[src/hw/baud_consts.svh]
// Function
// - high divisor byte shares a location with frame format; select bit steers writes
// - reading the high divisor byte returns the select bit as zero
// - divisor is one twelve-bit value, bits 11 down to 0
// - upper four bits from high byte, lower eight from low byte
// - writing the low byte reloads the prescaler at once
// - double speed uses divide by 8 instead of 16 in asynchronous mode; synchronous mode keeps 16
`ifndef BAUD_CONSTS_SVH
`define BAUD_CONSTS_SVH
`define OFS_DIVISOR_LOW    12'h000
`define OFS_SHARED_HIGH    12'h004
`define OFS_OPTIONS        12'h008
`define OFS_STATUS         12'h00c
`define SEL_BIT            15
`define OPT_DOUBLE_BIT     0
`define OPT_SYNC_BIT       1
`define FRAME_RESET        8'h86
`define DIV_RESET          12'h000
`define DIV_LOW_RESET      8'h00
`define DIV_HIGH_RESET     4'h0
`define RATIO_NORMAL       5'h10
`define RATIO_DOUBLE       5'h08
`endif

[src/hw/baud_pkg.sv]
package baud_pkg;
    typedef logic [11:0] divisor_type;
    typedef logic [4:0]  ratio_type;
endpackage

[src/hw/baud_prescaler.sv]
`timescale 1ns/1ps
`include "baud_consts.svh"
// prescaler and bit-rate divider: one tick per divisor+1 clocks, one bit per ratio ticks
module baud_prescaler (
    input  wire logic                 core_clk,
    input  wire logic                 rst,
    input  wire baud_pkg::divisor_type divisor,
    input  wire logic                 reload,
    input  wire baud_pkg::ratio_type  ratio,
    output logic                      tick_q,
    output logic                      bit_q
);
    baud_pkg::divisor_type count_q;
    baud_pkg::ratio_type   sub_q;

    // reload restarts the period at once, not at the end of the current one
    always_ff @(posedge core_clk or posedge rst) begin
        if (rst) begin
            count_q <= `DIV_RESET;
        end else if (reload) begin
            count_q <= divisor;
        end else if (count_q == 12'h000) begin
            count_q <= divisor;
        end else begin
            count_q <= count_q - 12'h001;
        end
    end

    always_ff @(posedge core_clk or posedge rst) begin
        if (rst) begin
            tick_q <= 1'b0;
        end else begin
            tick_q <= !reload && (count_q == 12'h000);
        end
    end

    // bit strobe every ratio ticks
    always_ff @(posedge core_clk or posedge rst) begin
        if (rst) begin
            sub_q <= 5'h00;
            bit_q <= 1'b0;
        end else if (reload) begin
            sub_q <= 5'h00;
            bit_q <= 1'b0;
        end else if (!reload && count_q == 12'h000) begin
            if (sub_q >= ratio - 5'h01) begin
                sub_q <= 5'h00;
                bit_q <= 1'b1;
            end else begin
                sub_q <= sub_q + 5'h01;
                bit_q <= 1'b0;
            end
        end else begin
            bit_q <= 1'b0;
        end
    end
endmodule

[src/hw/baud_divisor_regs.sv]
// Design decisions made here: the register offsets and the APB register port.
`timescale 1ns/1ps
`include "baud_consts.svh"
module baud_divisor_regs (
    input  wire logic        core_clk,
    input  wire logic        rst,
    input  wire logic        psel,
    input  wire logic        penable,
    input  wire logic        pwrite,
    input  wire logic [11:0] paddr,
    input  wire logic [31:0] pwdata,
    output logic             pready,
    output logic [31:0]      prdata,
    output logic             pslverr,
    output logic [11:0]      baud_divisor,
    output logic [7:0]       frame_format_control,
    output logic             double_speed,
    output logic             prescaler_reload,
    output logic             baud_tick,
    output logic             bit_tick
);
    // register state; the divisor halves are kept apart so each has one writer
    baud_pkg::divisor_type div_q;
    logic [7:0]            div_low_q;
    logic [3:0]            div_high_q;
    logic [7:0]            frame_q;
    logic                  dbl_q;
    logic                  sync_q;
    logic                  reload_q;
    logic                  setup_q;
    // prescaler strobes before their output flops
    logic                  tick_w;
    logic                  bit_w;
    // bus qualifiers and address decode
    logic                  wr_fire;
    logic                  rd_fire;
    logic                  hit_low;
    logic                  hit_high;
    logic                  hit_opts;
    logic                  hit_status;
    logic                  high_sel;
    logic [31:0]           rd_word;
    baud_pkg::ratio_type   ratio;

    // exact word match; a partial match never aliases a register
    function automatic logic addr_hit(input logic [11:0] a, input logic [11:0] ofs);
        addr_hit = (a == ofs);
    endfunction

    // high location read word: divisor nibble only, select and reserved bits zero
    function automatic logic [31:0] high_word(input logic [3:0] nib);
        high_word = {16'h0000, 1'b0, 3'h0, nib, 8'h00};
    endfunction

    // answer one cycle after setup: access phase with zero wait states
    assign wr_fire = psel && penable && pready && pwrite;
    assign rd_fire = psel && !penable && !pwrite;

    // address decode shared by the write and read paths
    assign hit_low    = addr_hit(paddr, `OFS_DIVISOR_LOW);
    assign hit_high   = addr_hit(paddr, `OFS_SHARED_HIGH);
    assign hit_opts   = addr_hit(paddr, `OFS_OPTIONS);
    assign hit_status = addr_hit(paddr, `OFS_STATUS);
    // select bit of the written word picks the target at the shared location
    assign high_sel   = pwdata[`SEL_BIT];

    // ready follows a setup cycle, so it only ever rises in an access phase
    always_ff @(posedge core_clk or posedge rst) begin
        if (rst) begin
            setup_q <= 1'b0;
        end else begin
            setup_q <= psel && !penable;
        end
    end
    assign pready  = setup_q;
    assign pslverr = 1'b0; // no access is refused with an error

    // low divisor byte
    always_ff @(posedge core_clk or posedge rst) begin
        if (rst) begin
            div_low_q <= `DIV_LOW_RESET;
        end else if (wr_fire && hit_low) begin
            div_low_q <= pwdata[7:0];
        end
    end

    // high divisor nibble; reserved bits 14:12 of the write are not stored
    always_ff @(posedge core_clk or posedge rst) begin
        if (rst) begin
            div_high_q <= `DIV_HIGH_RESET;
        end else if (wr_fire && hit_high && !high_sel) begin
            div_high_q <= pwdata[11:8];
        end
    end

    // frame format control sits behind the same location, select bit set
    always_ff @(posedge core_clk or posedge rst) begin
        if (rst) begin
            frame_q <= `FRAME_RESET;
        end else if (wr_fire && hit_high && high_sel) begin
            frame_q <= pwdata[7:0];
        end
    end

    // one twelve-bit divisor built from the two halves
    assign div_q = {div_high_q, div_low_q};

    // reload on every low byte write, even when the value is unchanged
    always_ff @(posedge core_clk or posedge rst) begin
        if (rst) begin
            reload_q <= 1'b0;
        end else begin
            reload_q <= wr_fire && hit_low;
        end
    end

    // double speed request from the option word
    always_ff @(posedge core_clk or posedge rst) begin
        if (rst) begin
            dbl_q <= 1'b0;
        end else if (wr_fire && hit_opts) begin
            dbl_q <= pwdata[`OPT_DOUBLE_BIT];
        end
    end

    // synchronous mode flag; it masks the double speed request
    always_ff @(posedge core_clk or posedge rst) begin
        if (rst) begin
            sync_q <= 1'b0;
        end else if (wr_fire && hit_opts) begin
            sync_q <= pwdata[`OPT_SYNC_BIT];
        end
    end

    // double speed only counts in asynchronous mode
    assign ratio = (dbl_q && !sync_q) ? `RATIO_DOUBLE : `RATIO_NORMAL;

    // read word for the addressed location; unmapped locations read as zero
    always_comb begin
        rd_word = 32'h0000_0000;
        if (hit_low) begin
            rd_word = {24'h000000, div_low_q};
        end else if (hit_high) begin
            rd_word = high_word(div_high_q);
        end else if (hit_opts) begin
            rd_word = {30'h0, sync_q, dbl_q};
        end else if (hit_status) begin
            rd_word = {12'h000, frame_q, div_q};
        end
    end

    // read data captured in setup and held through the access phase
    always_ff @(posedge core_clk or posedge rst) begin
        if (rst) begin
            prdata <= 32'h0000_0000;
        end else if (rd_fire) begin
            prdata <= rd_word;
        end
    end

    // divisor output, one cycle behind the register
    always_ff @(posedge core_clk or posedge rst) begin
        if (rst) begin
            baud_divisor <= `DIV_RESET;
        end else begin
            baud_divisor <= div_q;
        end
    end

    // frame format output for the rest of the transceiver
    always_ff @(posedge core_clk or posedge rst) begin
        if (rst) begin
            frame_format_control <= `FRAME_RESET;
        end else begin
            frame_format_control <= frame_q;
        end
    end

    // effective double speed, already masked by synchronous mode
    always_ff @(posedge core_clk or posedge rst) begin
        if (rst) begin
            double_speed <= 1'b0;
        end else begin
            double_speed <= dbl_q && !sync_q;
        end
    end

    // reload strobe seen outside, one cycle after the prescaler sees it
    always_ff @(posedge core_clk or posedge rst) begin
        if (rst) begin
            prescaler_reload <= 1'b0;
        end else begin
            prescaler_reload <= reload_q;
        end
    end

    // prescaler takes the live divisor; the reload arrives a cycle after the
    // write, so the new value is already in place when it is loaded
    baud_prescaler u_pre (
        .core_clk (core_clk),
        .rst      (rst),
        .divisor  (div_q),
        .reload   (reload_q),
        .ratio    (ratio),
        .tick_q   (tick_w),
        .bit_q    (bit_w)
    );

    // prescaler tick output
    always_ff @(posedge core_clk or posedge rst) begin
        if (rst) begin
            baud_tick <= 1'b0;
        end else begin
            baud_tick <= tick_w;
        end
    end

    // bit strobe output
    always_ff @(posedge core_clk or posedge rst) begin
        if (rst) begin
            bit_tick <= 1'b0;
        end else begin
            bit_tick <= bit_w;
        end
    end
endmodule

[config.mk]
export PLATFORM = sky130hd
export DESIGN_NAME = baud_divisor_regs
export DESIGN_NICKNAME = d
export VERILOG_FILES = /design/src/hw/baud_pkg.sv /design/src/hw/baud_prescaler.sv /design/src/hw/baud_divisor_regs.sv
export VERILOG_INCLUDE_DIRS = /design/src /design/src/hw
export SDC_FILE = /design/constraint.sdc
export NUM_CORES = 1
export LEC_CHECK = 0
export ABC_AREA = 1
export BUFFER_PORTS_ARGS = -buffer_cell sky130_fd_sc_hd__buf_2
export CAP_MARGIN = 20
export CORE_MARGIN = 4
export CORE_UTILIZATION = 35
export DETAILED_ROUTE_END_ITERATION = 10
export PLACE_DENSITY_LB_ADDON = 0.25
export SLEW_MARGIN = 20
export SYNTH_ARGS = -nofsm -noshare
export SYNTH_HDL_FRONTEND = slang
export SYNTH_SLANG_ARGS = --single-unit
[constraint.sdc]
create_clock -name core_clk -period 2.35 [get_ports core_clk]
set_input_delay 0.235 -clock core_clk [delete_from_list [all_inputs] [get_ports core_clk]]
set_output_delay 0.235 -clock core_clk [all_outputs]
set_load 0.03 [all_outputs]
==> flow_metrics.env, run 1 <==
export IMPL_synth_top_family_by_area="simple AND/OR/NAND/NOR gates"
export IMPL_drt_iter0_markers=139
export IMPL_drcViolationCount=0
export IMPL_hpwl_um=6330
export IMPL_power_density_mw_per_mm2=775
export IMPL_worst_slew_pin_slew_ps=697
export IMPL_die_x_um=113
export IMPL_antenna_cells=0
export IMPL_drive_gt1_frac=0.251
export IMPL_synth_compound_area_frac=0.0606
export IMPL_most_common_layout_cells="131 x nand2_1, 81 x dfrtp_1, 74 x buf_2"
export IMPL_yosysUniqueCellTypes=30
export IMPL_clock_sinks=87
export IMPL_detail_route_antenna_nets=0
export IMPL_max_slew_margin=0.534
export IMPL_dp_slack_ps=707
export IMPL_syn_area_per_cell_sq_um=9.04
export IMPL_final_nets=562
export IMPL_grt_max_degree=32
export IMPL_maxCapViolCount=0
export IMPL_dieArea_sq_mm=0.0128
export IMPL_yosys_area_share_simple=0.260
export IMPL_ys_ff_latch=87
export IMPL_finalPower_uw=3550
export IMPL_netlist_area_sq_mm=0.00388
export IMPL_crit_fanout=24
export IMPL_placed_cells=637
export IMPL_cts_resized=0
export IMPL_dr_total_vias=2934
export IMPL_tns_ps=0
export IMPL_cp_required_ps=2610
export IMPL_yosys_warnings=0
export IMPL_post_route_period_util=0.700
export IMPL_setup_viol_count_final=0
export IMPL_p_leak_uw=0.00251
export IMPL_synth_xor_area_frac=0.0158
export IMPL_startpoint_type="register"
export IMPL_skew_ps=8.42
export IMPL_ys_seq_area_frac=0.563
export IMPL_postSynthCellCount=429
export IMPL_wl_per_cell_um=13.0
export IMPL_grt_pass1_wl_um=14300
export IMPL_clk_latency_ps=370
export IMPL_cts_root_buf="clkbuf_8"
export IMPL_drt_pass1_iterations=4
export IMPL_muxShareOfSynthArea=0
export IMPL_h_tree_depth=3
export IMPL_place_gp_congestion=0.888
export IMPL_criticalPathCategory="reg -> reg"
export IMPL_finalCriticalPeriod_ps=1650
export IMPL_core_sq_mm=0.0108
export IMPL_whs_ps=49.1
export IMPL_yosys_area_share_adder=0.0129
export IMPL_final_common_cell="nand2_1"
export IMPL_die_h_um=113
export IMPL_track_usage=0.143
export IMPL_finalWorstSetupSlack_ps=704
export IMPL_cts_tree="yes"
export IMPL_port_buffers=74
export IMPL_area_delta_synth_final_pct=18.2
export IMPL_vias_per_cell=4.49
export IMPL_crit_arrival_ps=1910
export IMPL_rsz0062_at_grt="no"
export IMPL_cts_reportedPaths_clkPinSlew_ps=90
export IMPL_outcome="completed"
export IMPL_antenna_found_initial=0
export IMPL_vdd_ir_drop_max_v=0.000351
export IMPL_pin_count=107
export IMPL_hold_violations=0
export IMPL_min_path_type="in -> reg"
export IMPL_gr_total_overflow=0
export IMPL_stdcell_count=654
export IMPL_rows=38
export IMPL_timing_fmax_mhz=608
export IMPL_finalWirelength_um=8490
export IMPL_grt_pass1_vias=2911
export IMPL_cp_end_kind="register"
export IMPL_drv_slew=0
export IMPL_numCtsBuffers=9
export IMPL_clockBufferDepth=2
export IMPL_initial_core_util=0.358
==> what timing repair did <==
item / CTS / global route
endpoints found under the hold margin: 25 / 0
setup buffers: 0 / 0
hold buffers: 1 / 0
==> where the power goes <==
part           switching (uW)  leakage, uW  internal (uW)
Sequential                136      0.00114           1620
Combinational             402      0.00126            235
Clock                     547     0.000107            608
==> per-stage QoR <==
stage	util	area [sq um]
6_report	0.423	4580
5_1_grt	0.423	4580
4_1_cts	0.423	4580
3_5_place_dp	0.402	4350
3_3_place_gp	0.402	4350
2_1_floorplan	-	3930
==> cell usage after synthesis (all sizes together) <==
| cell type | number | area share |
|---|---|---|
| nand3 | 30 | 0.039 |
| conb | 1 | 0.00097 |
| nand2 | 135 | 0.14 |
| dfrtp | 81 | 0.52 |
| nand4 | 5 | 0.014 |
| clkbuf | 1 | 0.00097 |
| o21ai | 41 | 0.061 |
| inv | 45 | 0.044 |
| nor2 | 46 | 0.057 |
| dfstp | 6 | 0.041 |
| xor2 | 6 | 0.014 |
| ha | 4 | 0.013 |
| or2 | 2 | 0.0032 |
| xnor2 | 1 | 0.0023 |
| buf | 20 | 0.042 |
| nor3 | 4 | 0.0065 |
| nor3b | 1 | 0.0048 |
==> layer usage <==
layer | global-route usage | share of wire | wire [um]
met5 | 0 | 0 | 0
met4 | 0.0689 | 0.026 | 223
met3 | 0.0321 | 0.057 | 488
met2 | 0.233 | 0.47 | 4020
met1 | 0.178 | 0.44 | 3760
==> cells by family after synthesis <==
group,count (synthesis)
and+or+nand+nor,223
AOI/OAI and AO/OA,41
buffers and inverters,66
xor gates and xnor gates,7
other,1
DFF,87
adders and majority gates,4
==> flip-flops by register name, indices dropped and copies added (netlist names), 4 cells and up <==
signal / flops
u_pre.count_q: 12
prdata: 20
div_high_q: 4
baud_divisor: 12
frame_format_control: 8
u_pre.sub_q: 5
frame_q: 8
div_low_q: 8
==> layout make-up <==
type	instances	area, sq um
fillers	1102	6260
flip-flops and latches	87	2180
multi-input cells	288	1400
repair buffers	78	428
well taps	140	175
inverters	45	173
clock buffers	10	128
clock inverters	6	93.8
==> final timing paths <==
kind	slack, ps	from	end	depth (start not counted)
worst max register to register	700	u_pre.count_q[0]	u_pre.count_q[8]	9
worst max-delay path	700	u_pre.count_q[0]	u_pre.count_q[8]	9
worst min-delay path	50	penable	pready	2
worst min register to register	360	u_pre.bit_q	bit_tick	0
min in group asynchronous	530	rst	div_low_q[2]	3
max in group asynchronous	1190	rst	frame_format_control[7]	4
==> critical path, cell delays in order (launching register included) <==
cell	delay (ps)
dfrtp_1	410
inv_1	120
ha_1	190
nand2_1	70
nor2_1	110
nand2_1	90
nand2_4	220
inv_2	160
nor2_1	110
nor2_1	40
Power figures use the tool's default switching activity.
==> run 2, diff against run 1 <==
--- a/config.mk
+++ b/config.mk
@@ -6,7 +6,7 @@
 export SDC_FILE = /design/constraint.sdc
 export NUM_CORES = 1
 export LEC_CHECK = 0
-export ABC_AREA = 1
+export ABC_AREA = 0
 export BUFFER_PORTS_ARGS = -buffer_cell sky130_fd_sc_hd__buf_2
 export CAP_MARGIN = 20
 export CORE_MARGIN = 4
==> constraint.sdc (replaced) <==
create_clock -name core_clk -period 1.6 [get_ports core_clk]
set_input_delay 0.16 -clock core_clk [delete_from_list [all_inputs] [get_ports core_clk]]
set_output_delay 0.16 -clock core_clk [all_outputs]
set_load 0.03 [all_outputs]
==> run 2 against run 1 <==
Compared with the run above: clock skew is 5.7 ps higher; combinational power is 140% higher; sequential share of layout area is 2.0 points lower; critical path type unchanged; the run now ends with negative setup slack left; core utilization is 8.8 points higher; worst hold slack worse by 27 ps.
==> flow_metrics.env, run 2 <==
export IMPL_drcViolationCount=0
export IMPL_final_nets=453
export IMPL_r2r_end="u_pre.count_q[10]"
export IMPL_detail_route_antenna_nets=0
export IMPL_vias_per_cell=4.72
export IMPL_postSynthCellCount=269
export IMPL_maxCapViolCount=0
export IMPL_dr_total_vias=2522
export IMPL_place_gp_congestion=0.868
export IMPL_ys_seq_area_frac=0.639
export IMPL_ys_ff_latch=87
export IMPL_netlist_area_sq_mm=0.00342
export IMPL_die_h_um=107
export IMPL_crit_fanout=2
export IMPL_skew_ps=14.1
export IMPL_post_route_period_util=1.06
export IMPL_clockBufferDepth=2
export IMPL_p_int_uw=3800
export IMPL_timing_fmax_mhz=590
export IMPL_rows=35
export IMPL_placed_cell_area_sq_mm=0.00431
export IMPL_cp_required_ps=1850
export IMPL_largest_reg_flops=20
export IMPL_outcome="complete, but fails checks"
export IMPL_top_register="prdata"
export IMPL_r2r_cells=6
export IMPL_finalInstanceArea_sq_mm=0.00479
export IMPL_syn_area_per_cell_sq_um=12.7
export IMPL_antenna_found_initial=0
export IMPL_port_buffers=74
export IMPL_cts_reportedPaths_clkPinSlew_ps=90
export IMPL_power_density_mw_per_mm2=1170
export IMPL_pwr_share_seq=0.470
export IMPL_area_delta_synth_final_pct=40.1
export IMPL_p_clk_frac=0.253
export IMPL_clk_latency_ps=360
export IMPL_wl_per_cell_um=15.2
export IMPL_track_usage=0.142
export IMPL_cts_tree="yes"
export IMPL_netlist_top_cells_count="81 x dfrtp_1, 22 x mux2_2, 20 x nand2_1"
export IMPL_setup_viol_count_final=24
export IMPL_violations="negative setup slack"
export IMPL_ys_flop_type="dfrtp_1"
export IMPL_rsz0062_at_grt="yes"
export IMPL_cp_end_kind="register"
export IMPL_criticalPathCategory="reg -> reg"
export IMPL_finalPower_uw=5620
export IMPL_clock_sinks=87
export IMPL_vdd_ir_drop_max_v=0.000490
export IMPL_final_common_cell="dfrtp_1"
export IMPL_rrSetupSlack_ps=-100
export IMPL_drive_gt1_frac=0.516
export IMPL_combPwrFrac=0.276
export IMPL_gr_total_overflow=0
export IMPL_p_leak_uw=0.00241
export IMPL_p_sw_frac=0.323
export IMPL_yosysUniqueCellTypes=40
export IMPL_yosys_warnings=0
export IMPL_grt_pass1_vias=2578
export IMPL_tns_ps=-749
export IMPL_crit_arrival_ps=1950
export IMPL_dieArea_sq_mm=0.0114
export IMPL_hold_path_end="div_high_q[1]"
export IMPL_min_from="pwdata[9]"
export IMPL_rr_startpoint="u_pre.count_q[1]"
export IMPL_synth_top_area_share=0.593
export IMPL_startpoint_type="register"
export IMPL_grt_pass1_wl_um=12700
export IMPL_ys_top_cells_by_area="dfrtp_1 59%, mux2_2 7.3%, dfstp_2 4.6%, a22o_1 3.6%, buf_4 3.1%"
export IMPL_synthArstFlopShare=1.00
export IMPL_finalWorstSetupSlack_ps=-95.5
export IMPL_yosysMostFrequentCell="dfrtp_1"
export IMPL_core_sq_mm=0.00937
export IMPL_min_path_type="in -> reg"
export IMPL_power_switching_uw=1810
export IMPL_finalWirelength_um=8100
export IMPL_most_common_layout_cells="80 x dfrtp_1, 74 x buf_2, 40 x buf_4"
export IMPL_hpwl_um=5680
export IMPL_pin_count=107
export IMPL_hold_violations=0
export IMPL_synth_top_area_cell="dfrtp_1"
export IMPL_die_x_um=107
export IMPL_drt_iter0_markers=57
export IMPL_cts_root_buf="clkbuf_8"
export IMPL_drt_pass1_iterations=4
export IMPL_drv_slew=0
export IMPL_grt_max_degree=48
export IMPL_numCtsBuffers=9
export IMPL_synth_edf_count=0
export IMPL_antenna_cells=0
export IMPL_top_regs="prdata x20, baud_divisor x12, u_pre.count_q x12"
export IMPL_initial_core_util=0.365
export IMPL_h_tree_depth=3
export IMPL_finalCriticalPeriod_ps=1700
export IMPL_min_path_cells=2
==> run 2: cells by family after synthesis <==
kind of cell | Yosys count | synth area share
compound gates | 42 | 0.0871
xor+xnor | 9 | 0.0231
fa+ha+maj | 4 | 0.0146
buf+inv | 25 | 0.0432
flops | 87 | 0.639
mux | 23 | 0.0769
other cells | 1 | 0.00110
simple gates | 78 | 0.115
==> run 2: cell type report <==
cell class,count,area (sq um)
clock buffers,10,128
clock inverters,6,53.8
fillers,857,4590
flip-flops and latches,87,2190
inverters,6,26.3
multi-input cells,169,1400
repair buffers,127,832
well taps,129,161
==> run 2: per-layer routing <==
metal  routed length (um)  global-route usage
met5                    0                   0
met4                  143              0.0603
met3                  341              0.0319
met2                 4120               0.232
met1                 3490               0.182
==> run 2: worst max-delay path, cell delays in order, from the launching register on <==
cell and delay (ps):
dfrtp_1 400, inv_2 100, ha_4 130, or4b_4 480, nor4b_4 250, xnor2_1 150
a21oi_1 80
==> run 2: power groups by stage <==
stage | Clock, uW | Combinational, uW | Sequential, uW
after floorplan | 0 | 680 | 2660
after global placement | 0 | 1210 | 2640
after detailed placement | 0 | 1230 | 2640
after CTS | 1450 | 1410 | 2620
after global routing | 1550 | 1680 | 2670
final | 1420 | 1550 | 2640
==> run 2: how the worst max path moves through the flow <==
stage / from / to / slack [ps]
floorplan: u_pre.count_q[0] / u_pre.count_q[10] / -120
global placement: paddr[9] / div_high_q[2] / -270
detailed placement: paddr[1] / div_high_q[0] / -280
CTS: sync_q / u_pre.sub_q[3] / -140
global route: u_pre.count_q[1] / u_pre.count_q[10] / -150
finish: u_pre.count_q[1] / u_pre.count_q[10] / -100
==> run 2: per-stage QoR <==
stage	hold WS [ps]	cells	setup slack, ps	util
after floorplan	234	281	-120	-
after global placement	203	508	-268	0.460
after detailed placement	206	508	-276	0.460
after CTS	13.9	528	-136	0.495
after global routing	18.5	534	-155	0.511
final	22.5	534	-95.5	0.511
==> run 2: what timing repair did <==
item	4_1_cts	5_1_grt
buffers inserted	2	5
cloned	1	1
hold endpoints to repair	16	0
endpoints found under the setup margin	17	25
pin swaps	7	9
resized for setup	24	30
hold buffers	2	0
==> run 3, diff against run 2 <==
--- a/config.mk
+++ b/config.mk
@@ -7,7 +7,7 @@
 export NUM_CORES = 1
 export LEC_CHECK = 0
 export ABC_AREA = 0
-export BUFFER_PORTS_ARGS = -buffer_cell sky130_fd_sc_hd__buf_2
+export BUFFER_PORTS_ARGS = -buffer_cell sky130_fd_sc_hd__buf_4
 export CAP_MARGIN = 20
 export CORE_MARGIN = 4
 export CORE_UTILIZATION = 35
==> run 3 against run 2 <==
Compared with the run above: the run still ends with negative setup slack left; core utilization increased by 1.1 points; fmax decreased by 0.46%; via count down 0.95%; count of clock-buffer cells in the layout is the same; sequential power about the same; final area rose by 2.2%; worst hold slack gained 8.6 ps; die area stayed put; wire length fell by 2.1%.
==> flow_metrics.env, run 3 (same netlist as run 2, synthesis figures left out) <==
export IMPL_grt_max_degree=40
export IMPL_drt_iter0_markers=61
export IMPL_dr_total_vias=2498
export IMPL_r2r_cells=6
export IMPL_crit_fanout=2
export IMPL_startpoint_type="register"
export IMPL_core_sq_mm=0.00937
export IMPL_rrSetupSlack_ps=-100
export IMPL_power_density_mw_per_mm2=1170
export IMPL_drive_gt1_frac=0.480
export IMPL_p_leak_uw=0.00241
export IMPL_setup_viol_count_final=3
export IMPL_initial_core_util=0.365
export IMPL_criticalPathCategory="reg -> reg"
export IMPL_crit_arrival_ps=1950
export IMPL_min_path_type="in -> reg"
export IMPL_final_util=0.522
export IMPL_most_common_layout_cells="113 x buf_4, 80 x dfrtp_1, 21 x mux2_2"
export IMPL_place_gp_congestion=0.866
export IMPL_clockBufferDepth=2
export IMPL_antenna_cells=0
export IMPL_finalWirelength_um=7930
export IMPL_startpoint="u_pre.count_q[0]"
export IMPL_r2r_end="u_pre.count_q[10]"
export IMPL_dieArea_sq_mm=0.0114
export IMPL_detail_route_antenna_nets=0
export IMPL_cts_root_buf="clkbuf_8"
export IMPL_track_usage=0.146
export IMPL_wl_per_cell_um=15.0
export IMPL_grt_pass1_wl_um=13000
export IMPL_cp_required_ps=1850
export IMPL_clock_sinks=87
export IMPL_final_nets=448
export IMPL_cts_tree="yes"
export IMPL_finalCriticalPeriod_ps=1700
export IMPL_drcViolationCount=0
export IMPL_vias_per_cell=4.72
export IMPL_vdd_ir_drop_max_v=0.000455
export IMPL_rr_startpoint="u_pre.count_q[0]"
export IMPL_cp_slowest_cell="or4b_4"
export IMPL_die_x_um=107
export IMPL_die_h_um=107
export IMPL_tns_ps=-193
export IMPL_violations="negative setup slack"
export IMPL_grt_pass1_vias=2669
export IMPL_final_common_cell="buf_4"
export IMPL_post_route_period_util=1.06
export IMPL_largest_reg_flops=20
export IMPL_cp_end_kind="register"
export IMPL_antenna_found_initial=0
export IMPL_port_buffers=74
export IMPL_stdcell_count=529
export IMPL_rows=35
export IMPL_hpwl_um=5740
export IMPL_drt_pass1_iterations=6
export IMPL_slowest_delay_ps=480
export IMPL_timing_fmax_mhz=587
export IMPL_h_tree_depth=3
export IMPL_cp_endpoint="u_pre.count_q[10]"
export IMPL_cts_reportedPaths_clkPinSlew_ps=90
export IMPL_clk_latency_ps=360
export IMPL_crit_path_cell_trace="inv_2, ha_4, or4b_4, nor4b_4, xnor2_1, a21oi_1"
export IMPL_pin_count=107
export IMPL_finalWorstSetupSlack_ps=-103
export IMPL_placed_cells=505
export IMPL_finalPower_uw=5720
export IMPL_maxCapViolCount=0
export IMPL_area_delta_synth_final_pct=43.2
export IMPL_top_regs="prdata x20, baud_divisor x12, u_pre.count_q x12"
export IMPL_outcome="complete, but fails checks"
export IMPL_drv_slew=0
export IMPL_rsz0062_at_grt="yes"
export IMPL_top_register="prdata"
export IMPL_hold_violations=0
export IMPL_whs_ps=31.1
export IMPL_gr_total_overflow=0
export IMPL_skew_ps=14.8
export IMPL_numCtsBuffers=9
## run 3: cell types whose count changed in the layout (fill, tap and decap cells not counted), sizes merged
cell / delta
buf: -5
clkinvlp: -1
inv: -1
bufinv: +1
clkinv: +1
## run 3: worst max-delay path: cells and delay by family (launching register included)
family | cells | cell delay (ps)
compound gates | 1 | 90
simple gates | 2 | 730
xor+xnor | 1 | 160
flops | 1 | 400
buf+inv | 1 | 90
fa+ha+maj | 1 | 130
## run 3: metal layers
metal	track usage	wire length, um	vias up
li1	-	-	1183
met1	0.187	3550	1241
met2	0.239	3900	65
met3	0.0325	343	9
met4	0.0612	131	0
met5	0	0	-
## run 3: where the power goes
group          leakage [uW]  switching, uW  internal, uW  total [uW]
Sequential          0.00116            231          2400        2630
Combinational       0.00115            701           776        1480
Clock              0.000102            833           785        1620
## run 3: worst min path at each step
stage                     from            end  slack (ps)  cells past startpoint
finish              pwdata[10]  div_high_q[2]          30                      2
global route        pwdata[10]  div_high_q[2]          20                      2
CTS                 pwdata[10]  div_high_q[2]          20                      2
detailed placement         rst  div_high_q[1]         170                      2
global placement           rst  div_high_q[1]         170                      2
floorplan              penable         pready         230                      1
## run 3: metrics by stage
| step | instance area [sq um] | setup WS (ps) |
|---|---|---|
| after floorplan | 3560 | -120 |
| after global placement | 4460 | -279 |
| after detailed placement | 4460 | -274 |
| after CTS | 4850 | -137 |
| after global routing | 4890 | -181 |
| final | 4890 | -103 |
## run 3: final cells by class
cell class,count,area [sq um]
Inverter,6,26.3
Fill cell,845,4480
Sequential cell,87,2190
Multi-Input combinational cell,169,1350
Tap cell,129,161
Clock inverter,6,78.8
Timing Repair Buffer,122,956
Clock buffer,10,138
## run 3: what timing repair did
item                                   4_1_cts  5_1_grt
setup endpoints to repair                   17       30
pin swaps                                    6        7
buffers inserted                             4        1
resized for setup                           26        9
hold buffers                                 2        0
endpoints found under the hold margin       14        0
cloned                                       2        0
